===== src/rtl/hgd_consts.vh =====
`ifndef HGD_CONSTS_VH
`define HGD_CONSTS_VH

// clock rate in MHz
`define HGD_CLK_MHZ 100

// register byte offsets
`define HGD_OFS_CTRL 12'h000
`define HGD_OFS_STATUS 12'h004
`define HGD_OFS_MASK 12'h008
`define HGD_OFS_STATE 12'h00c

// control register fields
`define HGD_CTRL_SERIAL 0
`define HGD_CTRL_SHEN 1
`define HGD_CTRL_DEAD_LO 2
`define HGD_CTRL_DEAD_HI 3
`define HGD_CTRL_DRV_LO 4
`define HGD_CTRL_DRV_HI 6
`define HGD_CTRL_VDS_LO 7
`define HGD_CTRL_VDS_HI 9
`define HGD_CTRL_RESET 10'h000

// status / mask bits
`define HGD_ST_VDS_OCP 0
`define HGD_ST_SENSE_OCP 1
`define HGD_STATUS_RESET 2'h0
`define HGD_MASK_RESET 2'h0

// analog levels in mV
`define HGD_SENSE_OCP_MV 12'h3e8
`define HGD_VDS_MV_0 12'h03c
`define HGD_VDS_MV_1 12'h078
`define HGD_VDS_MV_2 12'h0f0
`define HGD_VDS_MV_3 12'h1e0
`define HGD_VDS_MV_4 12'h3c0
`define HGD_LVL_MV_0 350
`define HGD_LVL_MV_1 1350
`define HGD_LVL_MV_2 2500
`define HGD_LVL_MV_3 3500
`define HGD_LVL_MV_4 4500

// times in ns
`define HGD_DEAD_NS_0 120
`define HGD_DEAD_NS_1 240
`define HGD_DEAD_NS_2 480
`define HGD_DEAD_NS_3 960
`define HGD_DRIVE_NS 2000
`define HGD_IN_DEGLITCH_NS 100
`define HGD_OCP_DEGLITCH_NS 4000
`define HGD_RETRY_NS 3000000

`endif


===== src/rtl/hgd_top.v =====
// The register offsets and the APB interface to the registers were decided locally.
`include "hgd_consts.vh"

module hgd_top #(
   parameter RETRY_CYCLES = `HGD_RETRY_NS * `HGD_CLK_MHZ / 1000,
   parameter ADC_W = 12
) (
   input wire clock, // 100 MHz system clock
   input wire rstn, // async reset, active low
   input wire psel, // apb select
   input wire penable, // apb access phase
   input wire pwrite, // apb write
   input wire [11:0] paddr, // apb byte address
   input wire [31:0] pwdata, // apb write data
   output reg [31:0] prdata, // apb read data
   output reg pready, // apb ready
   output reg pslverr, // apb error on unmapped address
   output reg irq, // level interrupt
   input wire [1:0] bridgeWantHigh, // per half-bridge: high side wanted
   input wire [1:0] bridgeEnable, // per half-bridge: drive enabled
   input wire [1:0] highOffDet, // high gates seen off
   input wire [1:0] lowOffDet, // low gates seen off
   input wire [ADC_W-1:0] sensePositive, // sense node, mV
   input wire [ADC_W-1:0] senseNegative, // sense return, mV
   input wire [ADC_W-1:0] drainSupplySense, // drain supply, mV
   input wire [ADC_W-1:0] halfBridgeOutputOne, // output 1, mV
   input wire [ADC_W-1:0] halfBridgeOutputTwo, // output 2, mV
   input wire [ADC_W-1:0] lowSideSourceTwo, // low source 2, mV
   input wire [ADC_W-1:0] driveStrengthPinMv, // strength pin level, mV
   input wire [ADC_W-1:0] vdsPinMv, // threshold pin level, mV
   output reg [1:0] highSideGate, // high gates on
   output reg [1:0] lowSideGate, // low gates on
   output reg [3:0] gatePeakActive, // {lo2,hi2,lo1,hi1} peak phase
   output reg [3:0] gateHoldCurrent, // {lo2,hi2,lo1,hi1} hold phase
   output reg [1:0] strongGatePulldown, // low gate strong pulldown
   output reg [8:0] peakSourceHighMa, // high-side source, mA
   output reg [8:0] peakSourceLowMa, // low-side source, mA
   output reg [9:0] peakSinkHighMa, // high-side sink, mA
   output reg [9:0] peakSinkLowMa, // low-side sink, mA
   output reg [ADC_W-1:0] drainSourceThreshold, // active trip level, mV
   output reg ampOutputEnable, // amplifier output drives when high
   output reg overcurrentDetect, // overcurrent seen the cycle before
   output reg faultOutN, // open-drain fault level, always 0
   output reg faultOutOe // fault pin pulled low when high
);
   // cycle counts, least times rounded up
   localparam DRIVE_CYC = (`HGD_DRIVE_NS * `HGD_CLK_MHZ + 999) / 1000;
   localparam IN_DGL_CYC = (`HGD_IN_DEGLITCH_NS * `HGD_CLK_MHZ + 999) / 1000;
   localparam OCP_DGL_CYC = (`HGD_OCP_DEGLITCH_NS * `HGD_CLK_MHZ + 999) / 1000;
   localparam DEAD_CYC_0 = (`HGD_DEAD_NS_0 * `HGD_CLK_MHZ + 999) / 1000;
   localparam DEAD_CYC_1 = (`HGD_DEAD_NS_1 * `HGD_CLK_MHZ + 999) / 1000;
   localparam DEAD_CYC_2 = (`HGD_DEAD_NS_2 * `HGD_CLK_MHZ + 999) / 1000;
   localparam DEAD_CYC_3 = (`HGD_DEAD_NS_3 * `HGD_CLK_MHZ + 999) / 1000;
   localparam [ADC_W-1:0] SENSE_TRIP = `HGD_SENSE_OCP_MV;
   localparam RW = $clog2(RETRY_CYCLES + 1);
   localparam [RW-1:0] RETRY_LOAD = RETRY_CYCLES[RW-1:0];

   // a exceeds b by more than thr
   function overBy;
      input [ADC_W-1:0] a;
      input [ADC_W-1:0] b;
      input [ADC_W-1:0] thr;
      begin
         overBy = (a > b) && ((a - b) > thr);
      end
   endfunction

   // six-level pin decode, shared by strength and threshold pins
   function [2:0] levelDecode;
      input [ADC_W-1:0] mv;
      begin
         if (mv < `HGD_LVL_MV_0) levelDecode = 3'h0;
         else if (mv < `HGD_LVL_MV_1) levelDecode = 3'h1;
         else if (mv < `HGD_LVL_MV_2) levelDecode = 3'h2;
         else if (mv < `HGD_LVL_MV_3) levelDecode = 3'h3;
         else if (mv < `HGD_LVL_MV_4) levelDecode = 3'h4;
         else levelDecode = 3'h5;
      end
   endfunction

   // peak source current per setting, high or low side
   function [8:0] sourceMa;
      input [2:0] sel;
      input highSide;
      begin
         case (sel)
            3'h0: sourceMa = 9'h00a;
            3'h1: sourceMa = 9'h014;
            3'h2: sourceMa = highSide ? 9'h032 : 9'h02d;
            3'h3: sourceMa = highSide ? 9'h09b : 9'h082;
            3'h4: sourceMa = highSide ? 9'h0d2 : 9'h0b4;
            default: sourceMa = highSide ? 9'h104 : 9'h0e1;
         endcase
      end
   endfunction

   // control and status registers
   reg [9:0] ctrlReg; // configuration
   reg [1:0] statusReg; // sticky events
   reg [1:0] maskReg; // interrupt mask
   reg [2:0] driveSel; // latched strength setting
   reg faultActive; // bridge shut down, retry running
   reg [RW-1:0] retryCnt; // retry countdown
   reg senseOcp; // sense differential over limit

   wire serialCfg = ctrlReg[`HGD_CTRL_SERIAL];
   wire shEnable = ctrlReg[`HGD_CTRL_SHEN];
   wire [1:0] deadCode = ctrlReg[`HGD_CTRL_DEAD_HI:`HGD_CTRL_DEAD_LO];
   wire [2:0] drvCode = ctrlReg[`HGD_CTRL_DRV_HI:`HGD_CTRL_DRV_LO];
   wire [2:0] vdsCode = ctrlReg[`HGD_CTRL_VDS_HI:`HGD_CTRL_VDS_LO];

   // deglitched control inputs {enable, wantHigh}
   wire [3:0] ctrlClean;
   hgd_deglitch #(
      .WIDTH(4),
      .COUNT(IN_DGL_CYC)
   ) uCtrlDgl (
      .clock(clock),
      .rstn(rstn),
      .rawIn({bridgeEnable, bridgeWantHigh}),
      .cleanOut(ctrlClean)
   );

   // dead time: fixed in pin variant, programmable in serial variant
   reg [7:0] deadCycles;
   always @* begin
      case (serialCfg ? deadCode : 2'h1)
         2'h0: deadCycles = DEAD_CYC_0[7:0];
         2'h1: deadCycles = DEAD_CYC_1[7:0];
         2'h2: deadCycles = DEAD_CYC_2[7:0];
         default: deadCycles = DEAD_CYC_3[7:0];
      endcase
   end

   // two half-bridge sequencers
   wire [1:0] hbHigh;
   wire [1:0] hbLow;
   wire [1:0] hbPeak;
   wire [1:0] hbStrong;
   wire [1:0] hbBusy;
   genvar g;
   generate
      for (g = 0; g < 2; g = g + 1) begin : gHalf
         hgd_half_bridge #(
            .DRIVE_CYCLES(DRIVE_CYC)
         ) uHalf (
            .clock(clock),
            .rstn(rstn),
            .enable(ctrlClean[2 + g] & ~faultActive),
            .wantHigh(ctrlClean[g]),
            .highOffDet(highOffDet[g]),
            .lowOffDet(lowOffDet[g]),
            .deadCycles(deadCycles),
            .highGate(hbHigh[g]),
            .lowGate(hbLow[g]),
            .peakDrive(hbPeak[g]),
            .strongPull(hbStrong[g]),
            .busy(hbBusy[g])
         );
      end
   endgenerate

   // threshold select: pin level or register, codes 5 to 7 disable
   wire [2:0] vdsSel = serialCfg ? vdsCode : levelDecode(vdsPinMv);
   reg [ADC_W-1:0] vdsTrip;
   always @* begin
      case (vdsSel)
         3'h0: vdsTrip = `HGD_VDS_MV_0;
         3'h1: vdsTrip = `HGD_VDS_MV_1;
         3'h2: vdsTrip = `HGD_VDS_MV_2;
         3'h3: vdsTrip = `HGD_VDS_MV_3;
         3'h4: vdsTrip = `HGD_VDS_MV_4;
         default: vdsTrip = {ADC_W{1'b1}};
      endcase
   end
   wire vdsOn = (vdsSel < 3'h5);

   // raw drain-source compare on conducting FETs {lo2,hi2,lo1,hi1}
   wire [3:0] conducting = {hbLow[1], hbHigh[1], hbLow[0], hbHigh[0]} & ~{hbPeak[1], hbPeak[1], hbPeak[0], hbPeak[0]};
   wire [3:0] vdsRaw;
   assign vdsRaw[0] = conducting[0] & vdsOn & overBy(drainSupplySense, halfBridgeOutputOne, vdsTrip);
   assign vdsRaw[1] = conducting[1] & vdsOn & overBy(halfBridgeOutputOne, sensePositive, vdsTrip);
   assign vdsRaw[2] = conducting[2] & vdsOn & overBy(drainSupplySense, halfBridgeOutputTwo, vdsTrip);
   assign vdsRaw[3] = conducting[3] & vdsOn & overBy(halfBridgeOutputTwo, lowSideSourceTwo, vdsTrip);

   // overcurrent must persist for the deglitch time
   wire [3:0] vdsTripClean;
   hgd_deglitch #(
      .WIDTH(4),
      .COUNT(OCP_DGL_CYC)
   ) uVdsDgl (
      .clock(clock),
      .rstn(rstn),
      .rawIn(vdsRaw),
      .cleanOut(vdsTripClean)
   );
   wire vdsOcp = |vdsTripClean;
   wire anyOcp = vdsOcp | senseOcp;

   // apb decode
   wire setup = psel & ~penable;
   wire wrAccess = psel & penable & pwrite & pready;
   wire mapped = (paddr == `HGD_OFS_CTRL) | (paddr == `HGD_OFS_STATUS) |
                 (paddr == `HGD_OFS_MASK) | (paddr == `HGD_OFS_STATE);
   wire ctrlWr = wrAccess & ~pslverr & (paddr == `HGD_OFS_CTRL);
   wire statusWr = wrAccess & ~pslverr & (paddr == `HGD_OFS_STATUS);
   wire maskWr = wrAccess & ~pslverr & (paddr == `HGD_OFS_MASK);

   // events seen this cycle
   wire [1:0] events;
   assign events[`HGD_ST_VDS_OCP] = vdsOcp;
   assign events[`HGD_ST_SENSE_OCP] = senseOcp;

   // sticky status: a new event beats a clearing write
   wire [1:0] statusNext = (statusReg & ~(statusWr ? pwdata[1:0] : 2'h0)) | events;

   // read mux
   reg [31:0] readValue;
   always @* begin
      readValue = 32'h0000_0000;
      case (paddr)
         `HGD_OFS_CTRL: readValue = {22'h0, ctrlReg};
         `HGD_OFS_STATUS: readValue = {30'h0, statusReg};
         `HGD_OFS_MASK: readValue = {30'h0, maskReg};
         `HGD_OFS_STATE: readValue = {19'h0, vdsSel, driveSel, hbBusy, hbLow, hbHigh, faultActive};
         default: readValue = 32'h0000_0000;
      endcase
   end

   // apb slave: answers in the first access cycle
   always @(posedge clock or negedge rstn) begin
      if (!rstn) begin
         pready <= 1'b0;
         pslverr <= 1'b0;
         prdata <= 32'h0000_0000;
      end else begin
         pready <= setup; // ready one cycle after setup
         pslverr <= setup & ~mapped; // unmapped answered with error
         if (setup) begin
            prdata <= pwrite ? 32'h0000_0000 : readValue;
         end
      end
   end

   // register writes and sticky status
   always @(posedge clock or negedge rstn) begin
      if (!rstn) begin
         ctrlReg <= `HGD_CTRL_RESET;
         statusReg <= `HGD_STATUS_RESET;
         maskReg <= `HGD_MASK_RESET;
         irq <= 1'b0;
      end else begin
         if (ctrlWr) begin
            ctrlReg <= pwdata[9:0];
         end
         if (maskWr) begin
            maskReg <= pwdata[1:0];
         end
         statusReg <= statusNext;
         irq <= |(statusNext & (maskWr ? pwdata[1:0] : maskReg));
      end
   end

   // strength latch: changes only between transitions
   always @(posedge clock or negedge rstn) begin
      if (!rstn) begin
         driveSel <= 3'h0;
      end else if (hbBusy == 2'b00) begin
         driveSel <= serialCfg ? drvCode : levelDecode(driveStrengthPinMv);
      end
   end

   // sense compare and fault retry
   always @(posedge clock or negedge rstn) begin
      if (!rstn) begin
         senseOcp <= 1'b0;
         faultActive <= 1'b0;
         retryCnt <= {RW{1'b0}};
      end else begin
         senseOcp <= overBy(sensePositive, senseNegative, SENSE_TRIP);
         if (anyOcp) begin
            faultActive <= 1'b1;
            retryCnt <= RETRY_LOAD;
         end else if (faultActive) begin
            if (retryCnt <= 1) begin
               faultActive <= 1'b0; // retry: drive allowed again
            end
            retryCnt <= retryCnt - 1'b1;
         end
      end
   end

   // registered gate and analog-control outputs
   always @(posedge clock or negedge rstn) begin
      if (!rstn) begin
         highSideGate <= 2'b00;
         lowSideGate <= 2'b00;
         gatePeakActive <= 4'h0;
         gateHoldCurrent <= 4'h0;
         strongGatePulldown <= 2'b00;
         peakSourceHighMa <= 9'h000;
         peakSourceLowMa <= 9'h000;
         peakSinkHighMa <= 10'h000;
         peakSinkLowMa <= 10'h000;
         drainSourceThreshold <= {ADC_W{1'b0}};
         ampOutputEnable <= 1'b1;
         overcurrentDetect <= 1'b0;
         faultOutN <= 1'b0;
         faultOutOe <= 1'b0;
      end else begin
         highSideGate <= hbHigh;
         lowSideGate <= hbLow;
         gatePeakActive <= {hbPeak[1], hbPeak[1], hbPeak[0], hbPeak[0]};
         gateHoldCurrent <= ~{hbPeak[1], hbPeak[1], hbPeak[0], hbPeak[0]};
         strongGatePulldown <= hbStrong;
         peakSourceHighMa <= sourceMa(driveSel, 1'b1);
         peakSourceLowMa <= sourceMa(driveSel, 1'b0);
         peakSinkHighMa <= {sourceMa(driveSel, 1'b1), 1'b0};
         peakSinkLowMa <= {sourceMa(driveSel, 1'b0), 1'b0};
         drainSourceThreshold <= vdsTrip;
         ampOutputEnable <= ~(shEnable & (hbLow == 2'b11));
         overcurrentDetect <= anyOcp;
         faultOutN <= 1'b0;
         faultOutOe <= anyOcp | faultActive;
      end
   end
endmodule


===== src/rtl/hgd_deglitch.v =====
// per-bit filter: output follows input only after it held COUNT cycles
module hgd_deglitch #(
   parameter WIDTH = 4,
   parameter COUNT = 10
) (
   input wire clock, // system clock
   input wire rstn, // async reset, active low
   input wire [WIDTH-1:0] rawIn, // unfiltered levels
   output reg [WIDTH-1:0] cleanOut // filtered levels
);
   localparam CW = $clog2(COUNT + 1);
   localparam [CW-1:0] LIMIT = COUNT[CW-1:0];

   reg [CW-1:0] stableCnt [0:WIDTH-1]; // cycles input differs from output
   integer i;

   // restart the count on every bounce, adopt after a full hold
   always @(posedge clock or negedge rstn) begin
      if (!rstn) begin
         cleanOut <= {WIDTH{1'b0}};
         for (i = 0; i < WIDTH; i = i + 1) begin
            stableCnt[i] <= {CW{1'b0}};
         end
      end else begin
         for (i = 0; i < WIDTH; i = i + 1) begin
            if (rawIn[i] == cleanOut[i]) begin
               stableCnt[i] <= {CW{1'b0}}; // glitch ends, start over
            end else if (stableCnt[i] >= LIMIT - 1'b1) begin
               cleanOut[i] <= rawIn[i]; // held long enough
               stableCnt[i] <= {CW{1'b0}};
            end else begin
               stableCnt[i] <= stableCnt[i] + 1'b1;
            end
         end
      end
   end
endmodule


===== src/rtl/hgd_half_bridge.v =====
// one half-bridge: turn-off, handshake, dead time, peak then hold
module hgd_half_bridge #(
   parameter DRIVE_CYCLES = 200
) (
   input wire clock, // system clock
   input wire rstn, // async reset, active low
   input wire enable, // drive allowed, low forces both off
   input wire wantHigh, // 1 high side on, 0 low side on
   input wire highOffDet, // high-side gate seen below threshold
   input wire lowOffDet, // low-side gate seen below threshold
   input wire [7:0] deadCycles, // inserted dead time in cycles
   output reg highGate, // high-side gate commanded on
   output reg lowGate, // low-side gate commanded on
   output reg peakDrive, // peak current phase active
   output reg strongPull, // strong pulldown on low gate
   output wire busy // transition in progress
);
   localparam [4:0] S_OFF = 5'b00001;
   localparam [4:0] S_WAIT = 5'b00010;
   localparam [4:0] S_DEAD = 5'b00100;
   localparam [4:0] S_PEAK = 5'b01000;
   localparam [4:0] S_HOLD = 5'b10000;
   localparam DW = $clog2(DRIVE_CYCLES + 1);
   localparam [DW-1:0] DRIVE_LOAD = DRIVE_CYCLES[DW-1:0];

   reg [4:0] state; // one-hot sequencer state
   reg target; // side being turned on
   reg [DW-1:0] driveCnt; // remaining peak cycles
   reg [7:0] deadCnt; // remaining dead cycles

   assign busy = state[1] | state[2] | state[3];

   // sequencer
   always @(posedge clock or negedge rstn) begin
      if (!rstn) begin
         state <= S_OFF;
         target <= 1'b0;
         driveCnt <= {DW{1'b0}};
         deadCnt <= 8'h00;
         highGate <= 1'b0;
         lowGate <= 1'b0;
         peakDrive <= 1'b0;
         strongPull <= 1'b0;
      end else begin
         peakDrive <= (driveCnt > 1);
         if (driveCnt != 0) begin
            driveCnt <= driveCnt - 1'b1;
         end
         if (!enable) begin
            // everything off, discharge with peak sink
            if (highGate | lowGate) begin
               driveCnt <= DRIVE_LOAD;
               peakDrive <= 1'b1;
            end
            highGate <= 1'b0;
            lowGate <= 1'b0;
            strongPull <= 1'b0;
            state <= S_OFF;
         end else begin
            case (state)
               S_OFF, S_HOLD: begin
                  strongPull <= 1'b0;
                  if (state == S_OFF || wantHigh != target) begin
                     highGate <= 1'b0; // old FET off first
                     lowGate <= 1'b0;
                     target <= wantHigh;
                     driveCnt <= DRIVE_LOAD;
                     peakDrive <= 1'b1;
                     state <= S_WAIT;
                  end
               end
               S_WAIT: begin
                  // opposite FET must be seen off before anything turns on
                  if (target ? lowOffDet : highOffDet) begin
                     deadCnt <= deadCycles;
                     state <= S_DEAD;
                  end
               end
               S_DEAD: begin
                  if (deadCnt <= 8'h01) begin
                     highGate <= target;
                     lowGate <= ~target;
                     strongPull <= target;
                     driveCnt <= DRIVE_LOAD;
                     peakDrive <= 1'b1;
                     state <= S_PEAK;
                  end else begin
                     deadCnt <= deadCnt - 1'b1;
                  end
               end
               S_PEAK: begin
                  if (driveCnt <= 1) begin
                     strongPull <= 1'b0;
                     state <= S_HOLD;
                  end
               end
               default: begin
                  state <= S_OFF;
               end
            endcase
         end
      end
   end
endmodule


===== config.mk =====
export PLATFORM = sky130hd
export DESIGN_NAME = hgd_top
export DESIGN_NICKNAME = d
export VERILOG_FILES = /design/src/rtl/hgd_top.v /design/src/rtl/hgd_deglitch.v /design/src/rtl/hgd_half_bridge.v
export VERILOG_INCLUDE_DIRS = /design/src /design/src/rtl
export SDC_FILE = /design/constraint.sdc
export NUM_CORES = 1
export LEC_CHECK = 0
export BUFFER_PORTS_ARGS = -buffer_cell sky130_fd_sc_hd__buf_2
export CORE_MARGIN = 3
export CORE_UTILIZATION = 45
export DETAILED_ROUTE_END_ITERATION = 6
export GPL_TIMING_DRIVEN = 0
export PLACE_DENSITY = 0.68
export SLEW_MARGIN = 15
export SYNTH_ARGS = -nofsm -noshare
export SYNTH_HDL_FRONTEND = slang
export SYNTH_SLANG_ARGS = --single-unit

===== constraint.sdc =====
create_clock -name clock -period 3.8 [get_ports clock]
set_input_delay 0.76 -clock clock [delete_from_list [all_inputs] [get_ports clock]]
set_output_delay 0.76 -clock clock [all_outputs]
set_load 0.1 [all_outputs]

Yosys cells after proc, flatten, opt, wreduce, memory -nomap -nowiden
Index checks and enable logic that the tools add are counted.

Bits in registers: 231. Bits of input ports: 153. Output and inout bits: 103. Word-level logic and storage cells: 349.

$add $sub $neg: 18. Order comparisons: 34. Equal/unequal tests: 50. Mux-type cells: 102. Bitwise gates (word level): 52. Reduce and logical (&&, ||, !) cells: 39.

Operators with widths (number): 8-bit two-way mux (14); 12-bit greater-than comparator (9); 9-bit two-way mux (8); 8-bit case mux with 2 select lines (4); 12-bit case mux with 5 select lines (1); 12-bit subtractor (5); 13-bit case mux with 4 select lines (1); 5-bit two-way mux (10); 12-bit less-than comparator, second input constant (4); 9-bit case mux with 5 select lines (1); 5-bit case mux with 4 select lines (2); 8-bit case mux with 5 select lines (1); 19-bit two-way mux (2); 9-bit by 1-bit adder with 9-bit output, second input constant (4); 9-bit >= comparator, second input constant (4); 8-bit by 1-bit <= comparator with 1-bit output, second input constant (4); 32-bit two-way mux (1); 4-bit two-way mux (8); 8-bit by 1-bit subtractor with 8-bit output, second input constant (4); 3-bit two-way mux (10); 3-bit != test, second input constant (10); 1-bit two-way mux (27); 12-bit by 4-bit equality test with 1-bit output, second input constant (2); 12-bit by 11-bit less-than comparator with 1-bit output, second input constant (2); 48 further kinds (157).

Longest topological paths before layout
Depth after elaboration: 14. Depth in mapped cells: 19. Gate-level depth less buffers: 19.

Modules after synthesis
From an unflattened synthesis, not the netlist that was laid out.

Cell total of the unflattened synthesis: 1576. Area total of the unflattened synthesis: 14425.1 um^2.

By module, submodules not included: hgd_top (instances 1, cells an instance 959, area each 8254.2 um^2, sequential area each 2278.4 um^2); hgd_half_bridge (instances 2, cells an instance 175, area each 1585.3 um^2, sequential area each 651.9 um^2); hgd_deglitch at uVdsDgl (instances 1, cells an instance 171, area each 1974.4 um^2, sequential area each 1001.0 um^2); hgd_deglitch at uCtrlDgl (instances 1, cells an instance 96, area each 1026.0 um^2, sequential area each 500.5 um^2).

Worst setup path after synthesis
Ideal clock, no wire load.

Path kind: input port to flip-flop. Start: input port vdsPinMv[9]. End: register uVdsDgl.stableCnt[22] (netlist name). Library setup time: 0.152 ns. Arrival time: 4.031 ns. Data required time: 3.648 ns. Setup slack: -0.383 ns. Stages: 13. Buffers on the path: 0. Cell sequence: or3_1 -> o22a_1 -> a221o_1 -> nor3_1 -> inv_1 -> o21ai_0 -> ha_1 -> a21oi_1 -> a211oi_1 -> o41ai_1 -> nor4b_4 -> xnor2_1 -> a211oi_1.

Cells in the longest elaborated chain, start to end: 13. Elaborated cells on any way between the ends: 22. Classes of those cells: order compare: 6; eq/ne: 5; mux: 7; bitwise: 2; reduce/logical: 2.

RTL lines: start, declared (line hgd_top.v:30) `input wire [ADC_W-1:0] vdsPinMv,`; 12-bit less-than comparator (no source line); 3-bit two-way mux (line hgd_top.v:75) `` else if (mv < `HGD_LVL_MV_3) levelDecode = 3'h3; ``; 3-bit two-way mux (line hgd_top.v:74) `` else if (mv < `HGD_LVL_MV_2) levelDecode = 3'h2; ``; 3-bit two-way mux (line hgd_top.v:73) `` else if (mv < `HGD_LVL_MV_1) levelDecode = 3'h1; ``; 3-bit two-way mux * (line hgd_top.v:72) `` if (mv < `HGD_LVL_MV_0) levelDecode = 3'h0; ``; 3-bit two-way mux * (line hgd_top.v:164) `wire [2:0] vdsSel = serialCfg ? vdsCode : levelDecode(vdsPinMv);`; 3-bit equality test (tied with other cells) (line hgd_top.v:167) `case (vdsSel)`; 12-bit case mux with 5 select lines * (line hgd_top.v:167); net vdsTrip[5] (line hgd_top.v:165) `reg [ADC_W-1:0] vdsTrip;`; 12-bit greater-than comparator * (line hgd_top.v:64) `overBy = (a > b) && ((a - b) > thr);`; 1-bit logical AND * (line hgd_top.v:64); 1-bit bitwise AND * (line hgd_top.v:182) `assign vdsRaw[1] = conducting[1] & vdsOn & overBy(halfBridgeOutputOne, sensePositive, vdsTrip);`; 1-bit equality test * (line hgd_deglitch.v:26) `if (rawIn[i] == cleanOut[i]) begin`; 9-bit two-way mux * (line hgd_deglitch.v:26); end signal, assigned by index (line hgd_deglitch.v:27) `stableCnt[i] <= {CW{1'b0}};`; end signal, assigned by index (line hgd_deglitch.v:30) `stableCnt[i] <= {CW{1'b0}};`; end signal, assigned by index (line hgd_deglitch.v:32) `stableCnt[i] <= stableCnt[i] + 1'b1;`; end, declared (line hgd_deglitch.v:14) `reg [CW-1:0] stableCnt [0:WIDTH-1];`.

Mark *: on every way through the listed nets, which the timed path passes. The rest lies on a longest branch. A chain may end at the register's enable or synchronous reset.

Worst setup path after layout
Start: input port halfBridgeOutputOne[1]. End: register uVdsDgl.stableCnt[28] (netlist name).

Cells in the longest elaborated chain, start to end: 6. Elaborated cells on any way between the ends: 7. Classes of those cells: add/sub: 1; order compare: 2; eq/ne: 1; mux: 1; bitwise: 1; reduce/logical: 1.

RTL lines: start, declared (line hgd_top.v:26) `input wire [ADC_W-1:0] halfBridgeOutputOne,`; 12-bit subtractor (line hgd_top.v:64); 12-bit greater-than comparator (line hgd_top.v:64); 1-bit logical AND * (line hgd_top.v:64); 1-bit bitwise AND * (line hgd_top.v:181) `assign vdsRaw[0] = conducting[0] & vdsOn & overBy(drainSupplySense, halfBridgeOutputOne, vdsTrip);`; 1-bit equality test * (line hgd_deglitch.v:26); 9-bit two-way mux * (line hgd_deglitch.v:26).

Mark *: on every way between the ends. The rest lies on a longest branch, timed or not.

==> impl_summary.log <==
INFO  metric register_area_share_after_synthesis = 35.8%
INFO  metric finalInstanceArea = 17500 sq um
INFO  metric numPortBuffers = between 200 and 250
INFO  metric tritoncts_clock_tree = done
INFO  metric p_total = 0.00721 W
INFO  metric post_synth_instance_area = about 14000 sq um
INFO  metric chipHeight = 184 microns
INFO  metric max_fclk = between 0.2 and 0.3 GHz
INFO  metric top_signal_layer_used = met5
INFO  metric floorplan.initialDensity = a little under half
INFO  metric startpoint_type = primary input
INFO  metric setup_total_negative_slack = 0 ns
INFO  metric drt_pass1_iterations = 5
INFO  metric layout.nets = roughly 2.2k
INFO  metric grt_antenna_before_repair = 3
INFO  metric via_density_per_instance = ~5.5
INFO  metric clock_path_buffers = 3
INFO  metric flow.area_growth_from_synthesis = 23.3%
INFO  metric dr_wl_met3 = roughly 2200 microns
INFO  metric required = approximately 4.2 ns
INFO  metric ys_ff_latch = slightly above 200
INFO  metric place.detailed.hpwl = slightly below 30000 microns
INFO  metric data_arrival_time_of_the_critical_path = approximately 4.2 ns
INFO  metric routed-via-count = 12.5k
INFO  metric numCtsBuffers = 24
INFO  metric grt_remaining_overflow = 0
INFO  metric place.gp.congestion = 0.871
INFO  metric core-area = about 30000 sq um
INFO  metric remaining_drc_errors = 0
INFO  metric finalHoldViolations = 0
INFO  metric power.density_cell_area = a little over 400 nW/um^2
INFO  metric synth_warnings = 0
INFO  metric clkSinkCount = 203
INFO  metric synth_cells = about 1.6k
INFO  metric setup_viol = 0
INFO  metric clock_latency = between 0.5 and 0.6 ns
INFO  metric dpl-instance-area = 16000 sq um
INFO  metric timing.slew.headroom = about a fifth
INFO  metric wire_length_of_the_first_global_routing_pass = ~60000 microns
INFO  metric cts.htree.levels = 1
INFO  metric hold_fix_buffers_at_cts = 0
INFO  metric multi_input_area = 8830 sq um
INFO  metric final_layout_size_suffix_gt1_share = between 20% and 30%
INFO  metric power.share.combinational = 32.8%
INFO  metric clk_network_pwr_share = a little under a third
INFO  metric grt_max_degree = 98
INFO  metric die_width = 184 microns
INFO  metric critical_path_peak_fanout = 4
INFO  metric power.ir.vdd_worst = a little under 0.3 mV
INFO  metric cts_root_buffer = sky130_fd_sc_hd__clkbuf_16
INFO  metric met2_wirelength = about 18000 microns
INFO  metric synthDistinctLibCells = 77
INFO  metric period_share = ~100%
INFO  metric fp-row-count = 64
INFO  metric number_of_global_route_vias_before_repair = between 10k and 15k
INFO  metric clkTransAtPathRegs = roughly 0.07 ns
INFO  metric power_frac_seq = 35.7%
INFO  metric p_leak = about 8.3 nW
INFO  metric setup_slack = roughly 0.0017 ns
INFO  metric max-cap-violations = 0
INFO  metric preCtsSetupSlack = -1.19 ns
INFO  metric internal_cell_power = 0.00457 W
INFO  metric final_antenna_net_count = 0
INFO  metric synthFlopType = sky130_fd_sc_hd__dfrtp_1
INFO  metric synth-async-reset-ratio = between 90% and 100%
INFO  metric tightest_slew = 1.18 ns
INFO  metric holdCritPathClass = in2async
INFO  metric drv_slew = 0
INFO  metric finalCriticalPeriod = between 3 and 4 ns
INFO  metric routed_length_per_placed_instance = about 17 microns
INFO  metric route.layer.met1.wl = roughly 17000 microns
INFO  metric nFillCells = approximately 2.7k
INFO  metric die_area = 33800 sq um
INFO  metric crit_end_element = flip-flop
INFO  metric netSwitchingPower = roughly 0.0026 W
INFO  metric syn_area_per_cell = about 9.0 sq um
INFO  metric groute.usage.overall = a little over a fifth
INFO  metric io_pins = ~260
INFO  metric timing.clock.skew = roughly 0.019 ns
INFO  metric drt_wl_total = roughly 38000 microns
INFO  metric diodes_inserted = 0
INFO  metric sw_frac_of_total = between 30% and 40%
INFO  metric status = complete, no violations
INFO  metric worstSetupPathType = in2reg
INFO  metric rsz_0062_raised_after_global_routing = true
INFO  metric synth_enable_flop_cells = 0
INFO  metric seqCellArea = 5080 sq um
INFO  metric first_iter_violations = about 630
-- cell families after synthesis --
logic type / Yosys count / synth area share (%)
XOR/XNOR: 112 / 7.03
AND/OR/NAND/NOR: 552 / 19.6
flip-flops: 203 / 35.8
AO/OA/AOI/OAI: 321 / 14.6
multiplexers: 44 / 3.50
adder cells (fa/ha/maj): 143 / 12.8
buffers and inverters: 201 / 6.65
other: 1 / 0.0264
-- layout by cell type (no fill, tap or decap), drive strengths merged, types with 7 or more instances in the layout --
master / count
nor2: 136
a21o: 22
conb: 24
ha: 138
a22oi: 12
nor4: 21
a211oi: 12
inv: 125
clkbuf: 61
nand3: 51
buf: 287
o211ai: 10
mux2i: 16
nor3b: 10
o21a: 8
o22ai: 9
a21oi: 88
xor2: 55
or2: 12
xnor2: 58
or3: 17
nand2b: 24
o21ai: 71
nand3b: 9
nand4: 29
dfrtp: 200
a31oi: 14
o31ai: 7
and3: 11
or4: 10
mux2: 26
o41ai: 8
nand2: 110
nor3: 68
nor2b: 27
-- metal layers --
layer / track usage, % / vias up
met3: 3.60 / 70
met4: 6.08 / 6
met2: 35.2 / 357
li1: - / 6127
met1: 29.6 / 5970
met5: 0 / -
-- layout make-up --
cell class	count	area share [%]
Timing Repair Buffer	236	7.84
Inverter	124	2.73
Buffer	76	2.75
Clock inverter	8	0.428
Multi-Input combinational cell	1197	50.4
Clock buffer	36	4.03
Sequential cell	203	29.0
Tap cell	396	2.83
-- critical path, stage by stage --
cell                       delay, ns
sky130_fd_sc_hd__clkbuf_4       0.15
sky130_fd_sc_hd__inv_4          0.08
sky130_fd_sc_hd__ha_4           0.19
sky130_fd_sc_hd__a21o_1         0.17
sky130_fd_sc_hd__a21o_1         0.17
sky130_fd_sc_hd__a21o_1         0.19
sky130_fd_sc_hd__o311ai_4       0.29
sky130_fd_sc_hd__nor2b_4        0.22
sky130_fd_sc_hd__xnor2_1        0.15
sky130_fd_sc_hd__ha_1           0.30
sky130_fd_sc_hd__nand4_1        0.16
sky130_fd_sc_hd__nor3_2         0.08
sky130_fd_sc_hd__nor3_2         0.20
sky130_fd_sc_hd__o41ai_2        0.10
sky130_fd_sc_hd__or4_4          0.54
sky130_fd_sc_hd__xnor2_4        0.16
sky130_fd_sc_hd__buf_6          0.13
sky130_fd_sc_hd__nor3b_2        0.18
-- power groups by stage --
stage	clock network, W	registers (W)	logic (W)
6_report	0.00227	0.00257	0.00237
5_1_grt	0.00240	0.00261	0.00261
4_1_cts	0.00232	0.00257	0.00230
3_5_place_dp	0	0.00261	0.00223
3_3_place_gp	0	0.00260	0.00216
2_1_floorplan	0	0.00280	0.00151
-- final timing paths --
kind / startpoint / to / slack [ns] / cells past startpoint
max: halfBridgeOutputOne[1] / uVdsDgl.stableCnt[28] / 0.002 / 18
min: rstn / uVdsDgl.stableCnt[3] / 0.15 / 1
max reg2reg: ctrlReg[0] / uVdsDgl.stableCnt[28] / 0.15 / 14
min reg2reg: gHalf[0].uHalf.strongPull / strongGatePulldown[0] / 0.39 / 0
max in group asynchronous: rstn / ampOutputEnable / 2.83 / 2
min in group clock: gHalf[0].uHalf.strongPull / strongGatePulldown[0] / 0.39 / 0
-- per-stage QoR --
step,instances,util [%],hold WS (ns)
floorplan,1600,-,0.348
global route,2276,56.9,0.160
detailed placement,2203,51.9,0.371
CTS,2268,55.5,0.149
global placement,2201,51.7,0.372
finish,2276,56.9,0.146
-- flip-flops by register name, indices dropped and copies added (netlist names), 3 cells and up --
name and flops:
peakSinkHighMa 8, uCtrlDgl.cleanOut 4, drainSourceThreshold 9, ctrlReg 10, peakSinkLowMa 7, uCtrlDgl.stableCnt 16
uVdsDgl.cleanOut 4, gHalf.uHalf.deadCnt 16, driveSel 3, uVdsDgl.stableCnt 36, prdata 13, gHalf.uHalf.driveCnt 16
gHalf.uHalf.state 10, retryCnt 19
-- synth_stat cells, types with 10 or more instances --
cell / n / share of area, %
sky130_fd_sc_hd__buf_4: 51 / 2.7
sky130_fd_sc_hd__dfrtp_1: 200 / 35
sky130_fd_sc_hd__a21oi_1: 88 / 3.1
sky130_fd_sc_hd__ha_1: 138 / 12
sky130_fd_sc_hd__nor2_1: 136 / 3.6
sky130_fd_sc_hd__o211ai_1: 10 / 0.53
sky130_fd_sc_hd__a211oi_1: 12 / 0.63
sky130_fd_sc_hd__nor4_1: 20 / 0.88
sky130_fd_sc_hd__nand4_1: 29 / 1.3
sky130_fd_sc_hd__nand2_1: 110 / 2.9
sky130_fd_sc_hd__o21ai_0: 70 / 2.5
sky130_fd_sc_hd__nand3_1: 51 / 1.8
sky130_fd_sc_hd__a21o_1: 22 / 1.2
sky130_fd_sc_hd__nor3_1: 68 / 2.4
sky130_fd_sc_hd__or3_1: 17 / 0.75
sky130_fd_sc_hd__inv_1: 123 / 3.2
sky130_fd_sc_hd__nor2b_1: 27 / 1.2
sky130_fd_sc_hd__mux2_2: 26 / 2.1
sky130_fd_sc_hd__and3_1: 11 / 0.48
sky130_fd_sc_hd__xnor2_1: 56 / 3.4
sky130_fd_sc_hd__clkbuf_1: 25 / 0.66
sky130_fd_sc_hd__mux2i_1: 16 / 1.1
sky130_fd_sc_hd__nand2b_1: 24 / 1.1
sky130_fd_sc_hd__or2_2: 12 / 0.53
sky130_fd_sc_hd__nor3b_1: 10 / 0.53
sky130_fd_sc_hd__a22oi_1: 12 / 0.63
sky130_fd_sc_hd__xor2_1: 55 / 3.4
sky130_fd_sc_hd__a31oi_1: 14 / 0.62
-- timing repair --
action / 4_1_cts / 5_1_grt
pin swaps: 19 / 42
gates resized for setup: 38 / 74
setup endpoints to repair: 40 / 36
cloned: 0 / 1
buffers inserted: 21 / 8
Note: power is estimated with default switching activity, not from simulation.
